### src/common/acsc_defines.vh
/*
 Register map, field positions, reset values and sequencer counts of the
 comparator and converter control block. Assumes a 32-bit Avalon-MM slave
 with byte addresses whose two low bits are ignored.
*/
`ifndef ACSC_DEFINES_VH
`define ACSC_DEFINES_VH

// ----------------------------------------------------------------------
// Register word indices (byte address = index * 4)
// ----------------------------------------------------------------------
`define ACSC_IDX_CMP_CTRL   3'h0
`define ACSC_IDX_SPECIAL    3'h1
`define ACSC_IDX_INPUT_SEL  3'h2
`define ACSC_IDX_CONV_CTRL  3'h3
`define ACSC_IDX_RES_LOW    3'h4
`define ACSC_IDX_RES_HIGH   3'h5

// ----------------------------------------------------------------------
// Comparator control and status fields
// ----------------------------------------------------------------------
`define ACSC_CMP_OUT_BIT    5
`define ACSC_CMP_FLAG_BIT   4
`define ACSC_CMP_IE_BIT     3
`define ACSC_CMP_ROUTE_BIT  2
`define ACSC_CMP_EDGE_HI    1
`define ACSC_CMP_EDGE_LO    0
`define ACSC_EDGE_TOGGLE    2'h0
`define ACSC_EDGE_FALL      2'h2
`define ACSC_EDGE_RISE      2'h3

// ----------------------------------------------------------------------
// Special function, input select and converter control fields
// ----------------------------------------------------------------------
`define ACSC_MUX_EN_BIT     3
`define ACSC_REF_HI         7
`define ACSC_REF_LO         6
`define ACSC_LADJ_BIT       5
`define ACSC_CH_HI          2
`define ACSC_CH_LO          0
`define ACSC_EN_BIT         7
`define ACSC_START_BIT      6
`define ACSC_FREE_BIT       5
`define ACSC_DONE_BIT       4
`define ACSC_CIE_BIT        3
`define ACSC_DIV_HI         2
`define ACSC_DIV_LO         0

// ----------------------------------------------------------------------
// Reset values and sequencer counts (converter clock cycles)
// ----------------------------------------------------------------------
`define ACSC_RST_BYTE       8'h00
`define ACSC_RST_RESULT     10'h000
`define ACSC_LEN_NORMAL     5'h0D
`define ACSC_LEN_FIRST      5'h19
`define ACSC_SH_NORMAL      5'h01
`define ACSC_SH_FIRST       5'h0D

`endif

### src/acsc_sync.v
/*
 Two-stage synchroniser for a single level.
 Assumes the input may change at any time relative to sys_clk_in.
*/
`timescale 1ns/100ps
`default_nettype none

module acsc_sync (
   // Clock and reset
   input  wire sys_clk_in,
   input  wire resetn_in,
   // Level
   input  wire async_in,
   output reg  sync_out
);

   reg meta_r;

   // ----------------------------------------------------------------------
   // Synchroniser stages
   // ----------------------------------------------------------------------
   always @(posedge sys_clk_in or negedge resetn_in) begin
      if (!resetn_in) begin
         meta_r   <= 1'b0;
         sync_out <= 1'b0;
      end else begin
         meta_r   <= async_in;
         sync_out <= meta_r;
      end
   end

endmodule // acsc_sync

`default_nettype wire

### src/acsc_prescaler.v
/*
 Converter clock prescaler: divides the system clock by 2 to 128 and
 gives one-cycle pulses at the converter clock's rising and falling edges.
 Assumes enable comes from a register in the same clock domain.
*/
`timescale 1ns/100ps
`default_nettype none

module acsc_prescaler #(
   parameter CNT_W = 7
) (
   // Clock and reset
   input  wire       sys_clk_in,
   input  wire       resetn_in,
   // Control
   input  wire       enable_in,
   input  wire [2:0] div_sel_in,
   // Converter clock
   output reg        rise_out,
   output reg        fall_out,
   output reg        clk_out
);

   reg  [CNT_W-1:0] cnt_r;
   wire [CNT_W-1:0] mask;
   wire [CNT_W-1:0] half;

   assign mask = (div_sel_in < 3'h2) ? {{(CNT_W-1){1'b0}}, 1'b1} :
                 ((({{(CNT_W-1){1'b0}}, 1'b1}) << div_sel_in) - {{(CNT_W-1){1'b0}}, 1'b1});
   assign half = mask >> 1;

   // ----------------------------------------------------------------------
   // Counter and edge pulses
   // ----------------------------------------------------------------------
   always @(posedge sys_clk_in or negedge resetn_in) begin
      if (!resetn_in) begin
         cnt_r    <= {CNT_W{1'b0}};
         rise_out <= 1'b0;
         fall_out <= 1'b0;
         clk_out  <= 1'b0;
      end else if (!enable_in) begin
         cnt_r    <= {CNT_W{1'b0}};
         rise_out <= 1'b0;
         fall_out <= 1'b0;
         clk_out  <= 1'b0;
      end else begin
         cnt_r    <= cnt_r + {{(CNT_W-1){1'b0}}, 1'b1};
         rise_out <= ((cnt_r & mask) == mask);
         fall_out <= ((cnt_r & mask) == half);
         if ((cnt_r & mask) == mask)
            clk_out <= 1'b1;
         else if ((cnt_r & mask) == half)
            clk_out <= 1'b0;
      end
   end

endmodule // acsc_prescaler

`default_nettype wire

### src/acsc_top.v
/*
 Comparator control and converter conversion sequencer behind an
 Avalon-MM slave with waitrequest. Assumes the comparator output and the
 converter result arrive synchronous or are synchronised here, and that
 the converter core samples when conv_sample_out pulses.
*/
`timescale 1ns/100ps
`default_nettype none
`include "acsc_defines.vh"

module acsc_top (
   // Clock and reset
   input  wire        sys_clk_in,
   input  wire        resetn_in,
   // Avalon-MM slave
   input  wire [4:0]  address_in,
   input  wire        read_in,
   input  wire        write_in,
   input  wire [31:0] writedata_in,
   input  wire [3:0]  byteenable_in,
   output reg  [31:0] readdata_out,
   output reg         waitrequest_out,
   // CPU interrupt handshake
   input  wire        global_irq_enable_in,
   input  wire        comp_vector_taken_in,
   input  wire        conv_vector_taken_in,
   output reg         comp_irq_req_out,
   output reg         conv_irq_req_out,
   // Analog comparator
   input  wire        comp_raw_in,
   output reg         comp_capture_out,
   output reg         comp_neg_mux_out,
   output reg  [2:0]  comp_neg_ch_out,
   // Converter core
   input  wire [9:0]  conv_result_in,
   output reg         conv_enable_out,
   output reg  [2:0]  conv_ch_out,
   output reg  [1:0]  conv_ref_out,
   output reg         conv_sample_out,
   output reg         conv_busy_out,
   output reg         conv_clk_out
);

   // ----------------------------------------------------------------------
   // Declarations
   // ----------------------------------------------------------------------
   reg        cmp_ie_r;
   reg        cmp_route_r;
   reg  [1:0] cmp_edge_r;
   reg        cmp_flag_r;
   reg        cmp_prev_r;
   reg        mux_en_r;
   reg  [1:0] ref_sel_r;
   reg        left_adj_r;
   reg  [2:0] chan_sel_r;
   reg  [2:0] act_ch_r;
   reg  [1:0] act_ref_r;
   reg        adc_en_r;
   reg        start_r;
   reg        free_r;
   reg        done_r;
   reg        conv_ie_r;
   reg  [2:0] div_r;
   reg        pend_r;
   reg        busy_r;
   reg        first_r;
   reg  [4:0] cyc_r;
   reg        lock_r;
   reg  [9:0] res_r;
   reg        cmp_event;
   reg  [7:0] rd_byte;
   wire       cmp_sync;
   wire       tick_rise;
   wire       tick_fall;
   wire       pclk;
   wire       wr_acc;
   wire       rd_acc;
   wire [2:0] idx;
   wire [7:0] wd;
   wire [4:0] len;
   wire [4:0] sh_cyc;
   wire       last_cyc;
   wire       complete;
   wire       cmp_flag_nxt;
   wire       done_nxt;
   wire       start_wr;

   assign idx      = address_in[4:2];
   assign wd       = writedata_in[7:0];
   assign wr_acc   = write_in & ~waitrequest_out & byteenable_in[0];
   assign rd_acc   = read_in & ~waitrequest_out;
   assign len      = first_r ? `ACSC_LEN_FIRST : `ACSC_LEN_NORMAL;
   assign sh_cyc   = first_r ? `ACSC_SH_FIRST : `ACSC_SH_NORMAL;
   assign last_cyc = busy_r & (cyc_r == len - 5'h01);
   assign complete = tick_rise & last_cyc;
   assign start_wr = wr_acc & (idx == `ACSC_IDX_CONV_CTRL) & wd[`ACSC_START_BIT] & wd[`ACSC_EN_BIT];

   function [7:0] res_byte;
      input       hi;
      input       ladj;
      input [9:0] r;
      begin
         if (ladj)
            res_byte = hi ? r[9:2] : {r[1:0], 6'h00};
         else
            res_byte = hi ? {6'h00, r[9:8]} : r[7:0];
      end
   endfunction

   // ----------------------------------------------------------------------
   // Submodules
   // ----------------------------------------------------------------------
   // comparator synchroniser
   acsc_sync u_cmp_sync (
      .sys_clk_in (sys_clk_in),
      .resetn_in  (resetn_in),
      .async_in   (comp_raw_in),
      .sync_out   (cmp_sync)
   );

   acsc_prescaler #(.CNT_W(7)) u_presc (
      .sys_clk_in (sys_clk_in),
      .resetn_in  (resetn_in),
      .enable_in  (adc_en_r),
      .div_sel_in (div_r),
      .rise_out   (tick_rise),
      .fall_out   (tick_fall),
      .clk_out    (pclk)
   );

   // ----------------------------------------------------------------------
   // Comparator edge detection
   // ----------------------------------------------------------------------
   always @* begin
      case (cmp_edge_r)
         `ACSC_EDGE_TOGGLE: cmp_event = cmp_sync ^ cmp_prev_r;
         `ACSC_EDGE_FALL:   cmp_event = cmp_prev_r & ~cmp_sync;
         `ACSC_EDGE_RISE:   cmp_event = ~cmp_prev_r & cmp_sync;
         default:           cmp_event = 1'b0;
      endcase
   end

   // set on chosen edge; clear, set wins
   assign cmp_flag_nxt = cmp_event |
                         (cmp_flag_r & ~comp_vector_taken_in &
                          ~(wr_acc & (idx == `ACSC_IDX_CMP_CTRL) & wd[`ACSC_CMP_FLAG_BIT]));

   // done flag set even when result discarded, set wins
   assign done_nxt = complete |
                     (done_r & ~conv_vector_taken_in &
                      ~(wr_acc & (idx == `ACSC_IDX_CONV_CTRL) & wd[`ACSC_DONE_BIT]));

   // ----------------------------------------------------------------------
   // Read data mux
   // ----------------------------------------------------------------------
   always @* begin
      case (idx)
         `ACSC_IDX_CMP_CTRL:  rd_byte = {2'h0, cmp_sync, cmp_flag_r, cmp_ie_r, cmp_route_r, cmp_edge_r};
         `ACSC_IDX_SPECIAL:   rd_byte = {4'h0, mux_en_r, 3'h0};
         `ACSC_IDX_INPUT_SEL: rd_byte = {ref_sel_r, left_adj_r, 2'h0, chan_sel_r};
         `ACSC_IDX_CONV_CTRL: rd_byte = {adc_en_r, start_r, free_r, done_r, conv_ie_r, div_r};
         `ACSC_IDX_RES_LOW:   rd_byte = res_byte(1'b0, left_adj_r, res_r);
         `ACSC_IDX_RES_HIGH:  rd_byte = res_byte(1'b1, left_adj_r, res_r);
         default:             rd_byte = 8'h00;
      endcase
   end

   // ----------------------------------------------------------------------
   // Avalon handshake: one wait cycle, then acceptance
   // ----------------------------------------------------------------------
   always @(posedge sys_clk_in or negedge resetn_in) begin
      if (!resetn_in) begin
         waitrequest_out <= 1'b1;
         readdata_out    <= 32'h00000000;
      end else if ((read_in | write_in) & waitrequest_out) begin
         waitrequest_out <= 1'b0;
         readdata_out    <= {24'h000000, rd_byte};
      end else begin
         waitrequest_out <= 1'b1;
      end
   end

   // ----------------------------------------------------------------------
   // Comparator registers and outputs
   // ----------------------------------------------------------------------
   always @(posedge sys_clk_in or negedge resetn_in) begin
      if (!resetn_in) begin
         cmp_ie_r         <= 1'b0;
         cmp_route_r      <= 1'b0;
         cmp_edge_r       <= 2'h0;
         cmp_flag_r       <= 1'b0;
         cmp_prev_r       <= 1'b0;
         mux_en_r         <= 1'b0;
         comp_irq_req_out <= 1'b0;
         comp_capture_out <= 1'b0;
         comp_neg_mux_out <= 1'b0;
         comp_neg_ch_out  <= 3'h0;
      end else begin
         cmp_prev_r <= cmp_sync;
         cmp_flag_r <= cmp_flag_nxt;
         if (wr_acc & (idx == `ACSC_IDX_CMP_CTRL)) begin
            cmp_ie_r    <= wd[`ACSC_CMP_IE_BIT];
            cmp_route_r <= wd[`ACSC_CMP_ROUTE_BIT];
            cmp_edge_r  <= wd[`ACSC_CMP_EDGE_HI:`ACSC_CMP_EDGE_LO];
         end
         if (wr_acc & (idx == `ACSC_IDX_SPECIAL))
            mux_en_r <= wd[`ACSC_MUX_EN_BIT];
         comp_irq_req_out <= cmp_flag_nxt & cmp_ie_r & global_irq_enable_in;
         comp_capture_out <= cmp_route_r & cmp_sync;
         comp_neg_mux_out <= mux_en_r & ~adc_en_r;
         comp_neg_ch_out  <= (mux_en_r & ~adc_en_r) ? chan_sel_r : 3'h0;
      end
   end

   // ----------------------------------------------------------------------
   // Input select register and active selection
   // ----------------------------------------------------------------------
   always @(posedge sys_clk_in or negedge resetn_in) begin
      if (!resetn_in) begin
         ref_sel_r  <= 2'h0;
         left_adj_r <= 1'b0;
         chan_sel_r <= 3'h0;
         act_ch_r   <= 3'h0;
         act_ref_r  <= 2'h0;
      end else begin
         if (wr_acc & (idx == `ACSC_IDX_INPUT_SEL)) begin
            ref_sel_r  <= wd[`ACSC_REF_HI:`ACSC_REF_LO];
            left_adj_r <= wd[`ACSC_LADJ_BIT];
            chan_sel_r <= wd[`ACSC_CH_HI:`ACSC_CH_LO];
         end
         // track when idle or in last cycle; frozen mid-conversion
         if (~busy_r | last_cyc) begin
            act_ch_r  <= chan_sel_r;
            act_ref_r <= ref_sel_r;
         end
      end
   end

   // ----------------------------------------------------------------------
   // Converter control and sequencer
   // ----------------------------------------------------------------------
   always @(posedge sys_clk_in or negedge resetn_in) begin
      if (!resetn_in) begin
         adc_en_r  <= 1'b0;
         start_r   <= 1'b0;
         free_r    <= 1'b0;
         done_r    <= 1'b0;
         conv_ie_r <= 1'b0;
         div_r     <= 3'h0;
         pend_r    <= 1'b0;
         busy_r    <= 1'b0;
         first_r   <= 1'b1;
         cyc_r     <= 5'h00;
      end else begin
         done_r <= done_nxt;
         if (wr_acc & (idx == `ACSC_IDX_CONV_CTRL)) begin
            adc_en_r  <= wd[`ACSC_EN_BIT];
            free_r    <= wd[`ACSC_FREE_BIT];
            conv_ie_r <= wd[`ACSC_CIE_BIT];
            div_r     <= wd[`ACSC_DIV_HI:`ACSC_DIV_LO];
         end
         if (!adc_en_r) begin
            // Disabled: abort, arm first conversion, take an enabling start
            start_r <= start_wr;
            pend_r  <= start_wr;
            busy_r  <= 1'b0;
            first_r <= 1'b1;
            cyc_r   <= 5'h00;
         end else begin
            if (start_wr & ~start_r) begin
               start_r <= 1'b1;
               pend_r  <= 1'b1;
            end
            if (tick_rise) begin
               if (pend_r) begin
                  // begin at converter clock rising edge
                  pend_r <= 1'b0;
                  busy_r <= 1'b1;
                  cyc_r  <= 5'h00;
               end else if (complete) begin
                  // length reached; single mode clears start
                  first_r <= 1'b0;
                  cyc_r   <= 5'h00;
                  if (!free_r) begin
                     busy_r  <= 1'b0;
                     start_r <= 1'b0;
                  end
                  // free-run keeps busy and start high
               end else if (busy_r) begin
                  cyc_r <= cyc_r + 5'h01;
               end
            end
         end
      end
   end

   // ----------------------------------------------------------------------
   // Result register and read lock
   // ----------------------------------------------------------------------
   always @(posedge sys_clk_in or negedge resetn_in) begin
      if (!resetn_in) begin
         res_r  <= `ACSC_RST_RESULT;
         lock_r <= 1'b0;
      end else begin
         // lock on low read, release on high read
         if (rd_acc & (idx == `ACSC_IDX_RES_LOW))
            lock_r <= 1'b1;
         else if (rd_acc & (idx == `ACSC_IDX_RES_HIGH))
            lock_r <= 1'b0;
         // store the 10-bit result at completion unless locked
         if (complete & adc_en_r & ~lock_r)
            res_r <= conv_result_in;
      end
   end

   // ----------------------------------------------------------------------
   // Converter core outputs
   // ----------------------------------------------------------------------
   always @(posedge sys_clk_in or negedge resetn_in) begin
      if (!resetn_in) begin
         conv_enable_out  <= 1'b0;
         conv_ch_out      <= 3'h0;
         conv_ref_out     <= 2'h0;
         conv_sample_out  <= 1'b0;
         conv_busy_out    <= 1'b0;
         conv_clk_out     <= 1'b0;
         conv_irq_req_out <= 1'b0;
      end else begin
         conv_enable_out <= adc_en_r;
         conv_ch_out     <= adc_en_r ? act_ch_r : 3'h0;
         conv_ref_out    <= adc_en_r ? act_ref_r : 2'h0;
         // sample on the falling edge 1.5 or 13.5 cycles in
         conv_sample_out <= tick_fall & busy_r & (cyc_r == sh_cyc);
         conv_busy_out   <= busy_r;
         conv_clk_out    <= pclk;
         // request from done flag regardless of lock
         conv_irq_req_out <= done_nxt & conv_ie_r & global_irq_enable_in;
      end
   end

endmodule // acsc_top

`default_nettype wire

### config.mk
export PLATFORM = sky130hd
export DESIGN_NAME = acsc_top
export DESIGN_NICKNAME = d
export VERILOG_FILES = /design/src/acsc_sync.v /design/src/acsc_prescaler.v /design/src/acsc_top.v
export VERILOG_INCLUDE_DIRS = /design/src /design/src/common
export SDC_FILE = /design/constraint.sdc
export NUM_CORES = 1
export LEC_CHECK = 0
export ABC_AREA = 1
export ABC_CLOCK_PERIOD_IN_PS = 3140
export BUFFER_PORTS_ARGS = -buffer_cell sky130_fd_sc_hd__buf_2
export CORE_MARGIN = 2
export CORE_UTILIZATION = 40
export DETAILED_ROUTE_END_ITERATION = 8
export GPL_TIMING_DRIVEN = 0
export PLACE_DENSITY = 0.66
export SLEW_MARGIN = 25
export SYNTH_ARGS = -nofsm -noshare
export SYNTH_HDL_FRONTEND = slang
export SYNTH_SLANG_ARGS = --single-unit
### constraint.sdc
create_clock -name sys_clk_in -period 3.14 [get_ports sys_clk_in]
set_input_delay 0 -clock sys_clk_in [delete_from_list [all_inputs] [get_ports sys_clk_in]]
set_output_delay 0 -clock sys_clk_in [all_outputs]
set_load 0.01 [all_outputs]
# --- Yosys cells after proc, flatten, opt, wreduce, memory -nomap -nowiden ---
# Cells that the tools add are included.
totals:
  elab_cells: 165
  output_inout_bits: 49
  reg_bits: 82
  romBits: 0
  n_memories: 0
  mem_bits_rw: 0
  latchBits: 0
classes:
  div_mod_pow: 0
  n_addsub: 4
  n_lt_le_gt_ge: 1
  muxes: 43
  n_shift: 1
  multipliers: 0
  reduce_logical: 6
  n_bitwise: 50
  n_eq_ne: 18
ops:
  columns: ["cell", "count"]
  rows:
  - ["8-bit one-hot mux with 6 select lines", 1]
  - ["1-bit AND", 33]
  - ["5-bit two-way mux", 6]
  - ["1-bit two-way mux", 27]
  - ["8-bit two-way mux", 2]
  - ["7-bit two-way mux", 2]
  - ["1-bit inverter", 11]
  - ["7-bit by 1-bit adder with 7-bit output, second input constant", 1]
  - ["7-bit AND", 1]
  - ["7-bit by 6-bit == test with 1-bit output", 1]
  - ["7-bit == test", 1]
  - ["1-bit by 3-bit left shift with 7-bit output, first input constant", 1]
  - ["7-bit by 1-bit subtractor with 7-bit output, second input constant", 1]
  - ["3-bit by 2-bit == test with 1-bit output, second input constant", 2]
  - ["3-bit == test, second input constant", 2]
  - ["3-bit two-way mux", 2]
  - ["3-bit by 1-bit != test with 1-bit output, second input constant", 2]
  - ["3-bit AND reduction", 2]
  - ["5-bit by 1-bit adder with 5-bit output, second input constant", 1]
  - ["5-bit by 4-bit == test with 1-bit output", 1]
  - ["5-bit == test", 1]
  - ["5-bit by 1-bit subtractor with 5-bit output, second input constant", 1]
  - ["2-bit == test, second input constant", 2]
  - ["4-bit two-way mux", 1]
  - ["other kinds (14)", 18]

# --- Longest topological paths before layout ---
logic_depth:
  ltp_word: 13
  ltp_mapped: 9
  mapped_depth_nobuf: 9

# --- Cells and area by module ---
# A second synthesis with hierarchy kept.
hier_totals:
  cells_unflattened: 492
  area_unflattened_um2: 4061.4
by_module_without_submodules:
  columns: ["module", "instances", "cells_each", "area_each_um2"]
  rows:
  - ["acsc_top", 1, 407, 3400.8]
  - ["acsc_prescaler", 1, 83, 610.6]
  - ["acsc_sync", 1, 2, 50.0]

# --- Least setup slack after synthesis ---
# Ideal clock, no wire load.
synth_timing:
  kind: "flip-flop to flip-flop"
  startpoint: "reg cyc_r[0]"
  endpoint: "reg res_r[0]"
  setup_slack_ns: 1.800
  n_path_buf: 0
  t_required_ns: 3.023
  period_less_slack_ns: 1.340
  arrival_ns: 1.223
  path_stages_with_launch: 10
  cell_sequence: "dfrtp_1 -> inv_1 -> ha_1 -> o21ai_1 -> nor2_2 -> nand2_2 -> nor2_4 -> nand3_4 -> nand2_1 -> nand2_1"
synth_between:
  elab_chain_cells: 5
synth_rtl:
  columns: ["item", "line", "text"]
  rows:
  - ["from (decl)", "acsc_top.v:67", "reg [4:0] cyc_r;"]
  - ["from (signal assigned)", "acsc_top.v:290", "cyc_r <= cyc_r + 5'h01;"]
  - ["5-bit == test", "acsc_top.v:94", "assign last_cyc = busy_r & (cyc_r == len - 5'h01);"]
  - ["1-bit AND", "acsc_top.v:94", null]
  - ["1-bit AND", "acsc_top.v:95", "assign complete = tick_rise & last_cyc;"]
  - ["1-bit AND (2 in series)", "acsc_top.v:311", "if (complete & adc_en_r & ~lock_r)"]
  - ["to (signal assigned)", "acsc_top.v:302", "res_r <= `ACSC_RST_RESULT;"]
  - ["to (signal assigned)", "acsc_top.v:312", "res_r <= conv_result_in;"]
  - ["to (decl)", "acsc_top.v:69", "reg [9:0] res_r;"]
# Every way passes these cells.
# A chain may end at the register's enable or synchronous reset.

# --- Worst setup path after layout ---
layout_timing:
  startpoint: "reg waitrequest_out"
  endpoint: "reg done_r"
layout_between:
  elab_chain_cells: 8
layout_rtl:
  columns: ["item", "line", "text"]
  rows:
  - ["from (decl)", "acsc_top.v:22", "output reg waitrequest_out,"]
  - ["from (signal assigned)", "acsc_top.v:173", "waitrequest_out <= 1'b1;"]
  - ["from (signal assigned)", "acsc_top.v:176", "waitrequest_out <= 1'b0;"]
  - ["from (signal assigned)", "acsc_top.v:179", "waitrequest_out <= 1'b1;"]
  - ["1-bit inverter", "acsc_top.v:90", "assign wr_acc = write_in & ~waitrequest_out & byteenable_in[0];"]
  - ["1-bit AND (2 in series)", "acsc_top.v:90", null]
  - ["1-bit AND (2 in series)", "acsc_top.v:151", "~(wr_acc & (idx == `ACSC_IDX_CONV_CTRL) & wd[`ACSC_DONE_BIT]));"]
  - ["1-bit inverter", "acsc_top.v:151", null]
  - ["1-bit AND", "acsc_top.v:150", "(done_r & ~conv_vector_taken_in &"]
  - ["1-bit bitwise OR", "acsc_top.v:149", "assign done_nxt = complete |"]
  - ["named net done_nxt", "acsc_top.v:85", "wire done_nxt;"]
  - ["to (signal assigned)", "acsc_top.v:255", "done_r <= done_nxt;"]
  - ["to (decl)", "acsc_top.v:61", "reg done_r;"]
# The timed path passes the listed nets, and every way through them passes these cells.

==> impl_metrics.toml <==
[route]
viasPerCell = 4.65
drt_first_pass_iters = 4
routedWlPerCell_um = 12.5
drt_iter0_drc = 174
drc_errors = 0
drt_wl_total_um = 9340
antenna_left = 0
vias = 3467

[yosys]
synth.avg_cell_area_sq_um = 8.18
netlist_area_sq_um = 4020
syn_inst = 492
synth_cell_types = 33
synth_seq_cells = 82
seq_area_frac_synth = 0.511
async_flop_share = 1.00
ys.warnings.count = 0
synthFlopType = "dfrtp_1"
synth_edf_count = 0

[clock_tree]
numCtsBuffers = 9
cts_tree = "yes"
root_buffer = "clkbuf_8"
cts_max_level = 3
clkSlewWorstSetupHoldPaths_ns = 0.08
clock_latency_ns = 0.35
clk_path_buf_depth = 2
cts_num_sinks = 82
post_cts_resize_count = 0

[placement]
portBuffers = 54
place.gp.congestion = 0.874
pre_cts_ws_ns = 1.59
place_hpwl_um = 6890

[global_routing]
grt_pass1_vias = 3248
grt_start_max_net_pins = 50
antenna_found_initial = 0
grt_overflow_total = 0
grt_first_pass_wirelength_um = 15500
grtUsageTotal = 0.178

[sta]
tightest_slew_ns = 0.513
fmax_mhz = 498
finalSetupTns_ns = 0
hold_violations = 0
fin_crit_sh = 0.640
drv_slew = 0
slew_headroom = 0.657
finClkSkew_ns = 0.0102
rsz0062_at_grt = "no"
final-setup-viol-count = 0
setup_ws_ns = 1.13
min_period_ns = 2.01

[layout]
fillers = 950
diodes = 0
syn_to_final_growth_pct = 26.5
fin_nets = 672
drive_gt1_frac = 0.186

[pwr]
vdd_drop_max_v = 0.000213
cellLeakagePower_nw = 2.73
powerDensity_nw_per_um2 = 608
power.total_mw = 3.09

[setup_path]
path_class = "reg2reg"
crit_path_start_kind = "register"
cp.required_ns = 3.38
arrival_ns = 2.25
cp-end-kind = "register"
path_max_fanout = 6

[status]
status = "finished clean"

[floorplan]
std_cell_rows = 36
boundaryPins = 108
dieHeight_um = 104
die_area_sq_um = 10900
fp.coreArea_sq_um = 9770
die_w_um = 104
initial_core_util = 0.412

[run]
drv_cap = 0

[worst_hold_path]
hold_class = "in2reg"
## cell type report
class | instances | area [sq um] | share of cell area
buffer | 33 | 262 | 0.0514
tap | 133 | 166 | 0.0327
inverter | 60 | 225 | 0.0443
clock buffer | 10 | 138 | 0.0270
multi-input combinational | 340 | 1570 | 0.308
clock inverter | 6 | 114 | 0.0224
timing repair buffer | 81 | 561 | 0.110
sequential | 82 | 2050 | 0.404
## synthesized netlist by cell type (5+ instances only)
library cell / number / area, sq um
nand3_1: 22 / 110
buf_4: 24 / 180
nand3b_1: 5 / 37.5
nor2_1: 50 / 188
nand4_1: 16 / 100
inv_1: 60 / 225
dfrtp_1: 80 / 2000
o21ai_0: 26 / 130
o211ai_1: 5 / 37.5
ha_1: 6 / 75.1
nand2_1: 146 / 548
a21oi_1: 19 / 95.1
## path summary, 6_finish.rpt
| path | slack [ns] | to | from | depth (start not counted) |
|---|---|---|---|---|
| max | 1.13 | done_r | waitrequest_out | 7 |
| min | 0.04 | conv_irq_req_out | writedata_in[4] | 4 |
| max reg2reg | 1.13 | done_r | waitrequest_out | 7 |
| min reg2reg | 0.36 | u_cmp_sync.sync_out | u_cmp_sync.meta_r | 0 |
| max in group asynchronous | 2.37 | waitrequest_out | resetn_in | 3 |
| min in group asynchronous | 0.13 | cyc_r[2] | resetn_in | 2 |
## state kept, by name, summed over array words and instances, names as in the netlist, 3 cells and up
register / cells
res_r: 10
comp_neg_ch_out: 3
act_ch_r: 3
chan_sel_r: 3
readdata_out: 8
conv_ch_out: 3
cyc_r: 5
div_r: 3
u_presc.cnt_r: 7
## critical path: stages (launching register included)
cell and delay, ns:
dfstp_2 0.38, nor2_1 0.41, nand2_1 0.14, inv_1 0.17, nand2_1 0.08, nand3b_1 0.10
dlygate4sd3_1 0.57, nand2_1 0.05
## power breakdown
part | switching (mW) | internal (mW) | total (mW) | leakage, nW
Clock | 0.389 | 0.551 | 0.940 | 0.119
Combinational | 0.460 | 0.305 | 0.765 | 1.60
Sequential | 0.145 | 1.24 | 1.39 | 1.01
Total | 0.994 | 2.10 | 3.09 | 2.73
## metrics by stage
| step | area [sq um] | hold slack [ns] | cells | utilization |
|---|---|---|---|---|
| 3_5_place_dp | 4580 | -0.0197 | 703 | 0.468 |
| 5_1_grt | 5090 | 0.0657 | 745 | 0.521 |
| 2_1_floorplan | 4110 | -0.296 | 515 | - |
| 6_report | 5090 | 0.0435 | 745 | 0.521 |
| 3_3_place_gp | 4550 | 0.111 | 702 | 0.465 |
| 4_1_cts | 5090 | 0.0227 | 745 | 0.521 |
## layout by cell type (no fill, tap or decap), drive strengths merged
cell and n:
a21boi 1, a21oi 19, a31o 1, a31oi 2
buf 85, bufinv 3, clkbuf 13, clkinv 1
clkinvlp 2, conb 24, dfrtp 80, dfstp 2
dlygate4sd3 26, ha 6, inv 60, mux2 1
nand2 148, nand3 23, nand3b 5, nand4 16
nor2 52, nor3 4, o211ai 5, o21ai 27
o221ai 1, o22ai 2, or2 1, xnor2 1
xor2 1
## layer usage
metal	share of wire	vias to the layer above	GRT usage
met3	0.038	18	0.0288
li1	-	1744	-
met4	0.023	0	0.0830
met5	0	-	0
met1	0.47	1623	0.247
met2	0.47	82	0.274
## cell families after synthesis
group,count (synthesis),synth area share
other,1,0.000932
xor gates and xnor gates,2,0.00435
adders and majority gates,6,0.0187
muxes,1,0.00280
and+or+nand+nor,249,0.263
AOI/OAI and AO/OA,58,0.0790
buffers and inverters,93,0.121
DFF,82,0.511
## repair_timing
item,CTS,global route
buffers inserted,0,0
endpoints found under the hold margin,116,0
hold buffers,26,0
setup endpoints to repair,0,0
(Power assumes the default switching activity.)
